### src/wma_pkg.sv
package wma_pkg;
	// Clock
	localparam int CLK_PERIOD_NS = 5;
	// Medium propagation component of the slot time
	localparam int MEDIUM_DELAY_US = 1;
	localparam int MEDIUM_DELAY_CYC = (MEDIUM_DELAY_US * 1000) / CLK_PERIOD_NS;
	// Timing field widths, all spacing values in clock cycles
	localparam int TW = 16;
	localparam int CW = 20;
	// Duplicate cache
	localparam int CACHE_DEPTH = 4;
	localparam int CACHE_IW = 2;
	localparam int ADDR_W = 48;
	localparam int SEQ_W = 12;
	localparam int FRAG_W = 4;
	// Remaining-duration in milliseconds
	localparam int MS_CYC = 1000000 / CLK_PERIOD_NS;
	localparam int MSW = 16;
	// Reset values
	localparam logic [SEQ_W-1:0] SEQ_RESET = 12'h000;
	localparam logic [TW-1:0] TIME_ZERO = 16'h0000;
	// Boundary select encodings
	localparam logic [1:0] BND_SIFS = 2'h0;
	localparam logic [1:0] BND_PIFS = 2'h1;
	localparam logic [1:0] BND_DIFS = 2'h2;

	typedef enum logic [1:0] {
		AK_IDLE = 2'b00,
		AK_WAIT = 2'b01,
		AK_SEND = 2'b11
	} wma_ack_e;

	typedef enum logic [1:0] {
		TO_IDLE = 2'b00,
		TO_WAIT = 2'b01,
		TO_FAIL = 2'b11
	} wma_to_e;

	typedef enum logic [1:0] {
		CF_CP = 2'b00,
		CF_CFP = 2'b01,
		CF_END = 2'b11
	} wma_cf_e;
endpackage : wma_pkg
### src/wma_cache_entry.sv
`timescale 1ns/100ps
`default_nettype none
// One duplicate cache entry: stores a tuple and reports a match
module wma_cache_entry (
	// Clock and reset
	input wire logic mclk,
	input wire logic reset,
	// Write port
	input wire logic wr,
	input wire logic [wma_pkg::ADDR_W-1:0] wr_addr,
	input wire logic [wma_pkg::SEQ_W-1:0] wr_seq,
	input wire logic [wma_pkg::FRAG_W-1:0] wr_frag,
	// Compare port
	input wire logic [wma_pkg::ADDR_W-1:0] cmp_addr,
	input wire logic [wma_pkg::SEQ_W-1:0] cmp_seq,
	input wire logic [wma_pkg::FRAG_W-1:0] cmp_frag,
	output logic hit
);
	logic valid_reg, valid_next;
	logic [wma_pkg::ADDR_W-1:0] addr_reg, addr_next;
	logic [wma_pkg::SEQ_W-1:0] seq_reg, seq_next;
	logic [wma_pkg::FRAG_W-1:0] frag_reg, frag_next;

	always_comb begin
		valid_next = valid_reg | wr;
		addr_next = wr ? wr_addr : addr_reg;
		seq_next = wr ? wr_seq : seq_reg;
		frag_next = wr ? wr_frag : frag_reg;
	end

	always_ff @(posedge mclk) begin
		if (reset) begin
			valid_reg <= 1'b0;
			addr_reg <= '0;
			seq_reg <= '0;
			frag_reg <= '0;
		end else begin
			valid_reg <= valid_next;
			addr_reg <= addr_next;
			seq_reg <= seq_next;
			frag_reg <= frag_next;
		end
	end

	assign hit = valid_reg && addr_reg == cmp_addr && seq_reg == cmp_seq && frag_reg == cmp_frag;
endmodule : wma_cache_entry
`default_nettype wire

### src/wma_mac.sv
`timescale 1ns/100ps
`default_nettype none
module wma_mac (
	// Clock and reset
	input wire logic mclk,
	input wire logic reset,
	// Configuration
	input wire logic cfg_is_ap,
	input wire logic cfg_cf_capable,
	input wire logic [wma_pkg::TW-1:0] cfg_sifs_cyc,
	input wire logic [wma_pkg::TW-1:0] cfg_sifs_tol_cyc,
	input wire logic [wma_pkg::TW-1:0] cfg_slot_base_cyc,
	input wire logic [wma_pkg::TW-1:0] cfg_turnaround_cyc,
	input wire logic [wma_pkg::TW-1:0] cfg_ack_timeout_cyc,
	input wire logic [wma_pkg::MSW-1:0] cfg_cfp_max_ms,
	input wire logic [7:0] cfg_cfp_rate,
	input wire logic [7:0] cfg_dtim_period,
	// Medium events
	input wire logic rx_end,
	input wire logic rx_fcs_ok,
	input wire logic rx_is_data,
	input wire logic rx_is_mgmt,
	input wire logic rx_is_ack,
	input wire logic rx_to_ap,
	input wire logic rx_group,
	input wire logic rx_for_us,
	input wire logic rx_retry,
	input wire logic rx_poll,
	input wire logic [wma_pkg::ADDR_W-1:0] rx_src,
	input wire logic [wma_pkg::SEQ_W-1:0] rx_seq,
	input wire logic [wma_pkg::FRAG_W-1:0] rx_frag,
	input wire logic tx_end,
	input wire logic tx_wants_ack,
	// Upper layer requests
	input wire logic tx_new_msdu,
	input wire logic tbtt,
	input wire logic poll_frame_ready,
	// Outputs
	output logic ack_start,
	output logic rx_deliver,
	output logic rx_dup_drop,
	output logic tx_fail,
	output logic tx_ack_ok,
	output logic [wma_pkg::SEQ_W-1:0] tx_seq,
	output logic [wma_pkg::TW-1:0] tx_sifs_bnd,
	output logic [wma_pkg::TW-1:0] tx_pifs_bnd,
	output logic [wma_pkg::TW-1:0] tx_difs_bnd,
	output logic [wma_pkg::TW-1:0] pifs_cyc,
	output logic [wma_pkg::TW-1:0] difs_cyc,
	output logic [1:0] ifs_elapsed,
	output logic poll_tx_start,
	output logic pcf_active,
	output logic cfp_active,
	output logic beacon_dtim,
	output logic beacon_start,
	output logic [wma_pkg::MSW-1:0] beacon_dur_ms,
	output logic cf_end_send
);
	// Derived timings
	logic [wma_pkg::TW-1:0] slot, sifs_tol, sifs_bnd;
	logic [wma_pkg::TW-1:0] pifs_reg, pifs_next, difs_reg, difs_next;
	logic [wma_pkg::TW-1:0] bs_reg, bs_next, bp_reg, bp_next, bd_reg, bd_next;

	always_comb begin
		slot = cfg_slot_base_cyc + wma_pkg::TW'(wma_pkg::MEDIUM_DELAY_CYC);
		sifs_tol = cfg_sifs_cyc + cfg_sifs_tol_cyc;
		sifs_bnd = cfg_sifs_cyc - cfg_turnaround_cyc;
		pifs_next = cfg_sifs_cyc + slot;
		difs_next = cfg_sifs_cyc + {slot[wma_pkg::TW-2:0], 1'b0};
		bs_next = sifs_bnd;
		bp_next = sifs_bnd + slot;
		bd_next = sifs_bnd + {slot[wma_pkg::TW-2:0], 1'b0};
	end

	always_ff @(posedge mclk) begin
		if (reset) begin
			pifs_reg <= wma_pkg::TIME_ZERO;
			difs_reg <= wma_pkg::TIME_ZERO;
			bs_reg <= wma_pkg::TIME_ZERO;
			bp_reg <= wma_pkg::TIME_ZERO;
			bd_reg <= wma_pkg::TIME_ZERO;
		end else begin
			pifs_reg <= pifs_next;
			difs_reg <= difs_next;
			bs_reg <= bs_next;
			bp_reg <= bp_next;
			bd_reg <= bd_next;
		end
	end

	assign pifs_cyc = pifs_reg;
	assign difs_cyc = difs_reg;
	assign tx_sifs_bnd = bs_reg;
	assign tx_pifs_bnd = bp_reg;
	assign tx_difs_bnd = bd_reg;

	// Medium idle timer from the last symbol of any frame
	logic [wma_pkg::TW-1:0] idle_reg, idle_next;
	logic [1:0] ifs_reg, ifs_next;
	logic frame_end;

	always_comb begin
		frame_end = rx_end | tx_end;
		if (frame_end) begin
			idle_next = wma_pkg::TIME_ZERO;
		end else if (idle_reg != {wma_pkg::TW{1'b1}}) begin
			idle_next = idle_reg + 16'h0001;
		end else begin
			idle_next = idle_reg;
		end
		ifs_next = {idle_next >= difs_reg, idle_next >= pifs_reg};
	end

	always_ff @(posedge mclk) begin
		if (reset) begin
			idle_reg <= wma_pkg::TIME_ZERO;
			ifs_reg <= 2'h0;
		end else begin
			idle_reg <= idle_next;
			ifs_reg <= ifs_next;
		end
	end

	assign ifs_elapsed = ifs_reg;

	// Duplicate cache
	logic [wma_pkg::CACHE_DEPTH-1:0] hits, wr_sel;
	logic [wma_pkg::CACHE_IW-1:0] victim_reg, victim_next;
	logic good, want_ack, is_dup, cache_wr;

	genvar gi;
	generate
		for (gi = 0; gi < wma_pkg::CACHE_DEPTH; gi++) begin : g_cache
			wma_cache_entry u_entry (
				.mclk(mclk),
				.reset(reset),
				.wr(wr_sel[gi]),
				.wr_addr(rx_src),
				.wr_seq(rx_seq),
				.wr_frag(rx_frag),
				.cmp_addr(rx_src),
				.cmp_seq(rx_seq),
				.cmp_frag(rx_frag),
				.hit(hits[gi])
			);
		end
	endgenerate

	always_comb begin
		good = rx_end && rx_fcs_ok && (rx_is_data || rx_is_mgmt);
		want_ack = good && ((cfg_is_ap && rx_to_ap) ||
			(rx_for_us && !(rx_group && rx_is_data)));
		is_dup = rx_retry && (hits != '0);
		cache_wr = good && rx_for_us && !is_dup && !rx_group;
		wr_sel = '0;
		if (cache_wr) begin
			wr_sel[victim_reg] = 1'b1;
		end
		victim_next = cache_wr ? victim_reg + 2'h1 : victim_reg;
	end

	// Acknowledgement generator
	wma_pkg::wma_ack_e ak_reg, ak_next;
	logic [wma_pkg::TW-1:0] akc_reg, akc_next;
	logic ack_start_reg, ack_start_next, deliver_reg, deliver_next, drop_reg, drop_next;

	always_comb begin
		ak_next = ak_reg;
		akc_next = akc_reg;
		ack_start_next = 1'b0;
		deliver_next = good && rx_for_us && !is_dup;
		drop_next = good && is_dup;
		case (ak_reg)
			wma_pkg::AK_IDLE: begin
				if (want_ack) begin
					ak_next = wma_pkg::AK_WAIT;
					akc_next = 16'h0001;
				end
			end
			wma_pkg::AK_WAIT: begin
				// Counter holds cycles since frame end; the start flop lands on the spacing edge
				if (akc_reg >= sifs_tol) begin
					ak_next = wma_pkg::AK_SEND;
					ack_start_next = 1'b1;
				end else begin
					akc_next = akc_reg + 16'h0001;
				end
			end
			wma_pkg::AK_SEND: ak_next = wma_pkg::AK_IDLE;
			default: ak_next = wma_pkg::AK_IDLE;
		endcase
	end

	always_ff @(posedge mclk) begin
		if (reset) begin
			ak_reg <= wma_pkg::AK_IDLE;
			akc_reg <= wma_pkg::TIME_ZERO;
			ack_start_reg <= 1'b0;
			deliver_reg <= 1'b0;
			drop_reg <= 1'b0;
			victim_reg <= '0;
		end else begin
			ak_reg <= ak_next;
			akc_reg <= akc_next;
			ack_start_reg <= ack_start_next;
			deliver_reg <= deliver_next;
			drop_reg <= drop_next;
			victim_reg <= victim_next;
		end
	end

	assign ack_start = ack_start_reg;
	assign rx_deliver = deliver_reg;
	assign rx_dup_drop = drop_reg;

	// Acknowledgement timeout and sequence numbering
	wma_pkg::wma_to_e to_reg, to_next;
	logic [wma_pkg::TW-1:0] toc_reg, toc_next;
	logic fail_reg, fail_next, ok_reg, ok_next;
	logic [wma_pkg::SEQ_W-1:0] seq_reg, seq_next;

	always_comb begin
		to_next = to_reg;
		toc_next = toc_reg;
		fail_next = 1'b0;
		ok_next = 1'b0;
		// Fragments keep the number; only a new MSDU advances it
		seq_next = tx_new_msdu ? seq_reg + 12'h001 : seq_reg;
		case (to_reg)
			wma_pkg::TO_IDLE: begin
				if (tx_end && tx_wants_ack) begin
					to_next = wma_pkg::TO_WAIT;
					toc_next = 16'h0001;
				end
			end
			wma_pkg::TO_WAIT: begin
				if (rx_end && rx_fcs_ok && rx_is_ack) begin
					ok_next = 1'b1;
					to_next = wma_pkg::TO_IDLE;
				end else if (toc_reg >= cfg_ack_timeout_cyc) begin
					fail_next = 1'b1;
					to_next = wma_pkg::TO_FAIL;
				end else begin
					toc_next = toc_reg + 16'h0001;
				end
			end
			wma_pkg::TO_FAIL: to_next = wma_pkg::TO_IDLE;
			default: to_next = wma_pkg::TO_IDLE;
		endcase
	end

	always_ff @(posedge mclk) begin
		if (reset) begin
			to_reg <= wma_pkg::TO_IDLE;
			toc_reg <= wma_pkg::TIME_ZERO;
			fail_reg <= 1'b0;
			ok_reg <= 1'b0;
			seq_reg <= wma_pkg::SEQ_RESET;
		end else begin
			to_reg <= to_next;
			toc_reg <= toc_next;
			fail_reg <= fail_next;
			ok_reg <= ok_next;
			seq_reg <= seq_next;
		end
	end

	assign tx_fail = fail_reg;
	assign tx_ack_ok = ok_reg;
	assign tx_seq = seq_reg;

	// Polled response: one frame per poll
	logic polled_reg, polled_next, poll_tx_reg, poll_tx_next;

	always_comb begin
		polled_next = polled_reg;
		poll_tx_next = 1'b0;
		if (good && rx_for_us && rx_poll && cfg_cf_capable) begin
			polled_next = 1'b1;
		end else if (polled_reg && ack_start_next) begin
			// Frame goes out in the acknowledgement slot, carrying it
			poll_tx_next = poll_frame_ready;
			polled_next = 1'b0;
		end
	end

	always_ff @(posedge mclk) begin
		if (reset) begin
			polled_reg <= 1'b0;
			poll_tx_reg <= 1'b0;
		end else begin
			polled_reg <= polled_next;
			poll_tx_reg <= poll_tx_next;
		end
	end

	assign poll_tx_start = poll_tx_reg;

	// Contention-free period skeleton at the coordinator
	wma_pkg::wma_cf_e cf_reg, cf_next;
	logic [7:0] bcnt_reg, bcnt_next, per_beacons;
	logic [wma_pkg::CW-1:0] mscyc_reg, mscyc_next;
	logic [wma_pkg::MSW-1:0] left_reg, left_next;
	logic pcf_on, bstart_next, bstart_reg, dtim_next, dtim_reg, end_next, end_reg;
	logic [wma_pkg::MSW-1:0] bdur_next, bdur_reg;

	always_comb begin
		pcf_on = cfg_is_ap && (cfg_cfp_max_ms != 16'h0000);
		per_beacons = 8'(cfg_cfp_rate * cfg_dtim_period);
		cf_next = cf_reg;
		bcnt_next = bcnt_reg;
		mscyc_next = mscyc_reg;
		left_next = left_reg;
		bstart_next = 1'b0;
		dtim_next = 1'b0;
		end_next = 1'b0;
		bdur_next = bdur_reg;
		if (tbtt) begin
			bstart_next = 1'b1;
			bcnt_next = (bcnt_reg + 8'h01 >= per_beacons) ? 8'h00 : bcnt_reg + 8'h01;
		end
		case (cf_reg)
			wma_pkg::CF_CP: begin
				if (tbtt) begin
					bdur_next = 16'h0000;
				end
				if (tbtt && pcf_on && bcnt_reg == 8'h00) begin
					cf_next = wma_pkg::CF_CFP;
					dtim_next = 1'b1;
					left_next = cfg_cfp_max_ms;
					bdur_next = cfg_cfp_max_ms;
					mscyc_next = '0;
				end
			end
			wma_pkg::CF_CFP: begin
				if (mscyc_reg == wma_pkg::CW'(wma_pkg::MS_CYC - 1)) begin
					mscyc_next = '0;
					left_next = left_reg - 16'h0001;
				end else begin
					mscyc_next = mscyc_reg + 20'h00001;
				end
				if (tbtt) begin
					bdur_next = left_reg;
				end
				if (left_reg == 16'h0000 || !pcf_on) begin
					cf_next = wma_pkg::CF_END;
				end
			end
			wma_pkg::CF_END: begin
				end_next = 1'b1;
				cf_next = wma_pkg::CF_CP;
			end
			default: cf_next = wma_pkg::CF_CP;
		endcase
	end

	always_ff @(posedge mclk) begin
		if (reset) begin
			cf_reg <= wma_pkg::CF_CP;
			bcnt_reg <= 8'h00;
			mscyc_reg <= '0;
			left_reg <= 16'h0000;
			bstart_reg <= 1'b0;
			dtim_reg <= 1'b0;
			end_reg <= 1'b0;
			bdur_reg <= 16'h0000;
		end else begin
			cf_reg <= cf_next;
			bcnt_reg <= bcnt_next;
			mscyc_reg <= mscyc_next;
			left_reg <= left_next;
			bstart_reg <= bstart_next;
			dtim_reg <= dtim_next;
			end_reg <= end_next;
			bdur_reg <= bdur_next;
		end
	end

	// Coordinator status as flops
	logic pcf_reg, cfpa_reg;

	always_ff @(posedge mclk) begin
		if (reset) begin
			pcf_reg <= 1'b0;
			cfpa_reg <= 1'b0;
		end else begin
			pcf_reg <= pcf_on;
			cfpa_reg <= (cf_next == wma_pkg::CF_CFP);
		end
	end

	assign pcf_active = pcf_reg;
	assign cfp_active = cfpa_reg;
	assign beacon_start = bstart_reg;
	assign beacon_dtim = dtim_reg;
	assign beacon_dur_ms = bdur_reg;
	assign cf_end_send = end_reg;
endmodule : wma_mac
`default_nettype wire

### config.mk
export PLATFORM = sky130hd
export DESIGN_NAME = wma_mac
export DESIGN_NICKNAME = d
export VERILOG_FILES = /design/src/wma_pkg.sv /design/src/wma_cache_entry.sv /design/src/wma_mac.sv
export SDC_FILE = /design/constraint.sdc
export NUM_CORES = 1
export LEC_CHECK = 0
export BUFFER_PORTS_ARGS = -buffer_cell sky130_fd_sc_hd__buf_4
export CAP_MARGIN = 20
export CORE_MARGIN = 3
export CORE_UTILIZATION = 41
export CTS_BUF_LIST = sky130_fd_sc_hd__clkbuf_16
export DETAILED_ROUTE_END_ITERATION = 10
export PLACE_DENSITY = 0.63
export SLEW_MARGIN = 20
export SYNTH_ARGS = -nofsm -noshare
export SYNTH_HDL_FRONTEND = slang
export SYNTH_SLANG_ARGS = --single-unit
### constraint.sdc
create_clock -name mclk -period 6.83 [get_ports mclk]
set_input_delay 0 -clock mclk [delete_from_list [all_inputs] [get_ports mclk]]
set_output_delay 0 -clock mclk [all_outputs]
set_load 0.02 [all_outputs]
==> summary.txt, run 1 <==
Critical path
  – Crit-path max cell delay: ~0.55 ns
  – Startpoint Class: input port
  – Crit path top cell by count: a21oi_1
  – Critical path class: input port to flop
  – CP cell instances: dlygate4sd3_1, buf_4, ha_1, fa_1, a21o_1, a21oi_1, o21bai_1, a211o_1, nand3_1, and3_1, nor4b_1, nor4_1, nor3_1, ha_1, a21o_1, a21oi_1, o21ai_0, a21oi_1, nand2b_1, nor2_1, and4_1, dlygate4sd3_1
  – Critical Path Start: cfg_sifs_cyc[0]
  – Worst Path Arrival: roughly 5.3 ns
  – Crit-path max FO: 5
  – Delay-heaviest family, CP: compound AO/OA/AOI/OAI gates
  – WP buf/inv: 3
  – Worst EP required: 7.31 ns
  – Critical path's slowest cell: dlygate4sd3_1
  – Crit. End Element: flop
  – Reg2Reg Launch Point: idle_reg[0]

Timing
  – Hold Slack: 0.0462 ns
  – Final Hold Viols: 0
  – Clock Skew: 0.0124 ns
  – Fin crit share: 0.702
  – Least-Margin Pin Slew: 1.09 ns
  – Unrepaired setup endpoints after global routing: no
  – Slew headroom: 0.270
  – Minimum clock period: roughly 4.8 ns
  – F_max: around 210 MHz
  – Setup TNS: 0 ns
  – Final Slew Violations: 0
  – Setup violators final: 0

Synthesis
  – Post-synth cell types: 84
  – Largest family of logic cells by synthesized area: simple AND/OR/NAND/NOR gates
  – Compound-Gate Fraction of Synth Area: 0.0973
  – Seq/Total Area, Yosys: 0.335
  – Post-synthesis simple-gate area fraction: 0.211
  – Cell Area, Synth: between 20000 and 30000 um2
  – Fraction of registers with async set/reset: 0
  – Synth Area per Inst: 8.78 um2
  – Synth warn: 0
  – Number of enable flip-flop cells after synthesis: 0
  – Post-Synth XOR/XNOR Area: 0.108
  – Synth Register Bits: 481
  – Syn nets: roughly 3700
  – Multiplexer share of the synthesized area: 0.0916
  – Adder-cell share of the synthesized area: 0.0949
  – Synth Flop Type: dfxtp_1
  – Cells after synthesis: 3272

Place
  – HPWL Detailed: 62800 um
  – GP Congestion: 0.932
  – Port buffer count: 315

Power and ir drop
  – Comb power frac: 0.260
  – Final Power: approximately 8.0 mW
  – Int Pwr: 5.49 mW
  – LEAKAGE: 15.8 nW
  – Net switching power: 2.55 mW
  – Switching part of the total: 0.317
  – Worst vdd ir: approximately 170 uV
  – Clock network power share: 0.357
  – PD cells: 235 nW/um2
  – Seq pwr share: 0.384

GRT
  – Gr ovfl total: 0
  – Initial antenna violation count: 1
  – First-pass GRT wire length: 131000 um
  – Tot GR Track Use: 0.224
  – Largest net degree at the start of global routing: 237
  – Vias in the first global route: between 20000 and 25000

Die
  – I/O pin count: 316
  – Core area: 68900 um2
  – Site Rows: 96
  – DIE AREA: between 70000 and 80000 um2
  – Die H: roughly 270 um
  – Initial Util: 0.417
  – Die X: 271 um

Routing
  – Post-Route WL: 84000 um
  – DRT iter0 DRCs: 1494
  – Avg WL per Cell: 18.3 um
  – Vias: 23900
  – Drt pass-1 iters: 5
  – Routed vias/inst: 5.22
  – DRC viols: 0
  – Routed Antenna Nets: 0

Layout
  – Commonest non-fill, non-tap cell in the layout: dfxtp_1
  – Sequential cell area: between 9000 and 10000 um2
  – Multi-input gate area: 17300 um2
  – Number of flip-flops under the largest register name: 192
  – Synth-to-Final Area Change: 19.1%
  – Fill count: 6671
  – Most frequent cells in the layout: dfxtp_1 (481), nor2_1 (472), buf_4 (321)
  – Proportion of layout cells with a drive suffix above 1: 0.120
  – NumNets Final: about 4000
  – Finished Core Util: 0.496

Min path
  – Min-delay src: cfg_turnaround_cyc[4]
  – Min-Delay Path Class: input port to flop

CTS
  – Root Driver: clkbuf_16
  – Total CTS buffers: between 50 and 60
  – Setup bufs post-CTS: 0
  – CTS tree: yes
  – Reg clk slew, reported paths: 0.07 ns
  – Clock Latency Late Sink: 0.60 ns
  – Clock buffer depth: 3
  – CTS Sinks: 481
  – H-tree Lvls: 2

Run
  – Max Cap Viol: 0

Status
  – Status: completed
==> area by class of cell <==
cell class,instances,area share
Tap cell,931,0.0340
Clock buffer,55,0.0402
Multi-Input combinational cell,2450,0.507
Timing Repair Buffer,450,0.109
Clock inverter,45,0.0100
Sequential cell,481,0.281
Inverter,175,0.0192
Antenna cell,1,0.0000731
==> power groups by stage <==
stage / combinational [mW] / clock (mW) / sequential [mW]
2_1_floorplan: 1.24 / 0 / 3.25
3_3_place_gp: 2.01 / 0 / 3.14
3_5_place_dp: 2.02 / 0 / 3.14
4_1_cts: 2.09 / 2.94 / 3.09
5_1_grt: 2.32 / 3.04 / 3.10
6_report: 2.09 / 2.87 / 3.08
==> worst paths after layout <==
kind                         end  slack (ns)  cells after the start
setup / recovery   poll_tx_start        2.04                     22
hold reg to reg       polled_reg        0.46                      2
setup reg to reg  ifs_elapsed[0]        2.81                     16
hold / removal    tx_sifs_bnd[4]        0.05                      5
==> logic make-up after synthesis <==
group	after synthesis
AOI/OAI and AO/OA	424
xor gates and xnor gates	354
adders and majority gates	207
buffers and inverters	341
DFF	481
muxes	263
and+or+nand+nor	1202
==> Yosys cell counts (all sizes together) (20+ instances only) <==
cell,count,share of area
a211oi,29,0.0076
a21o,43,0.011
a21oi,121,0.021
a22oi,20,0.0052
and2,29,0.0063
and3,29,0.0063
buf,93,0.030
clkbuf,73,0.0095
dfxtp,481,0.34
ha,189,0.082
inv,174,0.023
mux2i,263,0.092
nand2,144,0.021
nand2b,92,0.020
nand3,75,0.013
nand4,72,0.016
nor2,475,0.062
nor2b,46,0.010
nor3,72,0.013
nor4,61,0.015
o21ai,72,0.013
or3,22,0.0048
xnor2,207,0.063
xor2,147,0.045
==> tightest hold or removal path, stage by stage <==
cell and delay, ns:
buf_4 0.10, inv_1 0.05, ha_1 0.17, xnor2_1 0.13, nor2b_1 0.15
==> repair_timing <==
| item | CTS | global route |
|---|---|---|
| endpoints found under the hold margin | 378 | 0 |
| setup endpoints to repair | 0 | 0 |
| resized for setup | 0 | 0 |
| hold buffers | 127 | 0 |
==> per-stage QoR <==
stage	cell area, um2	instances	worst slack, ns
2_1_floorplan	28700	3272	2.71
3_3_place_gp	31200	4360	2.06
3_5_place_dp	31200	4360	2.00
4_1_cts	34200	4587	2.07
5_1_grt	34200	4587	1.66
6_report	34200	4588	2.04
==> per-layer routing <==
metal,GRT usage,vias up,wire (um)
met2,0.384,617,39600
met1,0.283,11200,36600
li1,-,12000,-
met5,0,-,0
met4,0.0750,0,2840
met3,0.0409,126,4990
No activity file was read; power rests on OpenSTA's default activity.
==> run 2, diff against run 1 <==
--- a/config.mk
+++ b/config.mk
@@ -5,6 +5,7 @@
 export SDC_FILE = /design/constraint.sdc
 export NUM_CORES = 1
 export LEC_CHECK = 0
+export ABC_AREA = 1
 export BUFFER_PORTS_ARGS = -buffer_cell sky130_fd_sc_hd__buf_4
 export CAP_MARGIN = 20
 export CORE_MARGIN = 3
==> constraint.sdc (replaced) <==
create_clock -name mclk -period 4.8 [get_ports mclk]
set_input_delay 0 -clock mclk [delete_from_list [all_inputs] [get_ports mclk]]
set_output_delay 0 -clock mclk [all_outputs]
set_load 0.02 [all_outputs]
==> run 2 against run 1 <==
Effect of this change: non-clock buffer count is 21 higher; synthesized cell count is 46% higher; synthesized area grew 4.4%; clock skew is 0.038 ns higher.
==> summary.txt, run 2 <==
Timing
  – F_max: 253 MHz
  – Fin crit share: 0.823
  – Setup violators final: 0
  – Final Hold Viols: 0
  – Setup ws final: 0.848 ns
  – Least-Margin Pin Slew: 1.13 ns
  – Slew headroom: 0.247
  – Clock Skew: 0.0501 ns
  – Unrepaired setup endpoints after global routing: no
  – Minimum clock period: 3.95 ns
  – Final Slew Violations: 0
  – Setup TNS: 0 ns

Die
  – Initial Util: 0.416
  – DIE AREA: 76400 um2
  – Die X: 276 um
  – Site Rows: 98
  – I/O pin count: 316
  – Die H: 276 um
  – Core area: 72000 um2

Synthesis
  – Most common cell in the netlist: nand2_1
  – Cells after synthesis: 4782
  – Number of enable flip-flop cells after synthesis: 0
  – Fraction of registers with async set/reset: 0
  – Synth warn: 0
  – Cell Area, Synth: 30000 um2
  – Synth Area per Inst: 6.27 um2
  – Yosys top cell area share: 0.321
  – Synth Flop Type: dfxtp_1
  – Synth Register Bits: 481
  – Seq/Total Area, Yosys: 0.321
  – Top post-synthesis cells by count: nand2_1 (1304), nor2_1 (865), inv_1 (647)
  – Post-synth top area cell: dfxtp_1
  – Syn nets: between 5000 and 6000
  – Area contributors post-synth: dfxtp_1 (32%), nand2_1 (16%), nor2_1 (11%)
  – Post-synth cell types: 44

CTS
  – Clock buffer depth: 3
  – CTS tree: yes
  – Reg clk slew, reported paths: 0.06 ns
  – H-tree Lvls: 2
  – Clock Latency Late Sink: 0.65 ns
  – Root Driver: clkbuf_16
  – Total CTS buffers: 56
  – CTS Sinks: between 400 and 500

Layout
  – NumNets Final: 5520
  – Commonest non-fill, non-tap cell in the layout: nand2_1
  – Finished Core Util: 0.500
  – Number of flip-flops under the largest register name: between 150 and 200
  – Proportion of layout cells with a drive suffix above 1: 0.0895
  – Most frequent cells in the layout: nand2_1 (1304), nor2_1 (863), inv_1 (662)
  – Synth-to-Final Area Change: 20.1%
  – Layout Cell Area excl Fill: between 30000 and 40000 um2

Routing
  – DRT iter0 DRCs: 2277
  – Post-Route WL: 99600 um
  – Vias: 30100
  – DRC viols: 0
  – Routed Antenna Nets: 0
  – Avg WL per Cell: 16.3 um
  – Drt pass-1 iters: 5
  – Routed vias/inst: roughly 4.9

Critical path
  – Crit-path max FO: 11
  – Critical path class: input port to flop
  – Delay-heaviest family, CP: compound AO/OA/AOI/OAI gates
  – Crit-path max cell delay: 0.54 ns
  – Worst Path Arrival: 4.47 ns
  – WP buf/inv: 4
  – Startpoint Class: input port
  – Crit. End Element: flop
  – Critical path's slowest cell: dlygate4sd3_1
  – Worst EP required: 5.32 ns
  – CP cell instances: dlygate4sd3_1, buf_4, ha_1, a21o_1, nand3_1, nand2_1, a21oi_1, o21ai_0, a21boi_0, o21ai_0, a21oi_1, xor2_1, ha_1, nand3_1, nor3_1, nand3_1, nand3_1, nand2_1, nand2_1, clkinv_1, buf_4, nand2_1, a21oi_1, o21a_1

GRT
  – Gr ovfl total: 0
  – Tot GR Track Use: 0.252
  – Largest net degree at the start of global routing: 210
  – Vias in the first global route: 27700
  – Initial antenna violation count: 7
  – First-pass GRT wire length: 156000 um

Place
  – DP Area: ~33000 um2
  – GP Congestion: 0.956
  – Place WS: 0.328 ns
  – HPWL Detailed: about 73000 um
  – Port buffer count: 315

Status
  – Status: completed

Power and ir drop
  – Worst vdd ir: about 330 uV
  – PD cells: just over 300 nW/um2
  – LEAKAGE: 18.4 nW
  – Final Power: 11.1 mW

Min path
  – Min-Delay Path Class: input port to flop

Run
  – Max Cap Viol: 0
==> run 2: changes by cell type after synthesis, sizes merged, moves of 68 or more <==
cell	previous run	this run
nand2	144	1304
inv	174	692
nor2	475	865
mux2i	263	0
o21ai	72	260
xnor2	207	33
a21oi	121	262
nand2b	92	0
xor2	147	79
==> run 2: repair_timing <==
action / in CTS / in global routing
gates resized for setup: 0 / 0
hold buffers: 142 / 0
hold endpoints to repair: 382 / 0
setup buffers: 0 / 0
==> run 2: cell type report <==
class                           count  area (um2)
Fill cell                        7463       36000
Timing Repair Buffer              471        3940
Clock inverter                     48         343
Tap cell                          950        1190
Inverter                          695        2620
Sequential cell                   481        9630
Multi-Input combinational cell   3413       16900
Antenna cell                        3        7.51
Clock buffer                       56        1400
==> run 2: per-stage QoR <==
| step | instances | hold WS (ns) |
|---|---|---|
| after global routing | 6115 | 0.0617 |
| after CTS | 6114 | 0.00570 |
| after detailed placement | 5868 | 0.249 |
| final | 6117 | 0.0508 |
| after global placement | 5868 | 0.247 |
| after floorplan | 4782 | 0.129 |
==> run 2: routing by layer <==
metal | track usage | routed length [um]
met1 | 0.346 | 45700
met2 | 0.404 | 43900
met3 | 0.0362 | 6250
met4 | 0.0868 | 3640
met5 | 0 | 41
==> run 2: power breakdown <==
group | switching [mW] | leakage (nW) | internal [mW]
clock | 1.86 | 0.915 | 2.29
combinational | 1.64 | 13.6 | 0.985
sequential | 0.120 | 3.91 | 4.18
==> run 2: logic make-up after synthesis <==
family | synth area share
xor gates and xnor gates | 0.0327
buffers and inverters | 0.116
adders and majority gates | 0.0909
DFF | 0.321
AOI/OAI and AO/OA | 0.118
and+or+nand+nor | 0.321
==> run 2: worst paths after layout <==
kind              slack (ns)                            to                         start  depth (start not counted)
setup / recovery        0.85                    akc_reg[2]               cfg_sifs_cyc[2]                         24
hold / removal          0.05                tx_sifs_bnd[8]         cfg_turnaround_cyc[8]                          6
setup reg to reg        1.35                ifs_elapsed[0]                   idle_reg[0]                         19
hold reg to reg         0.45  g_cache[0].u_entry.valid_reg  g_cache[0].u_entry.valid_reg                          2
==> run 2: worst min-delay path: cells and delay by family <==
kind	cells	cell delay, ns
buf+inv	3	0.23
fa+ha+maj	1	0.22
xor+xnor	1	0.17
simple gates	1	0.03
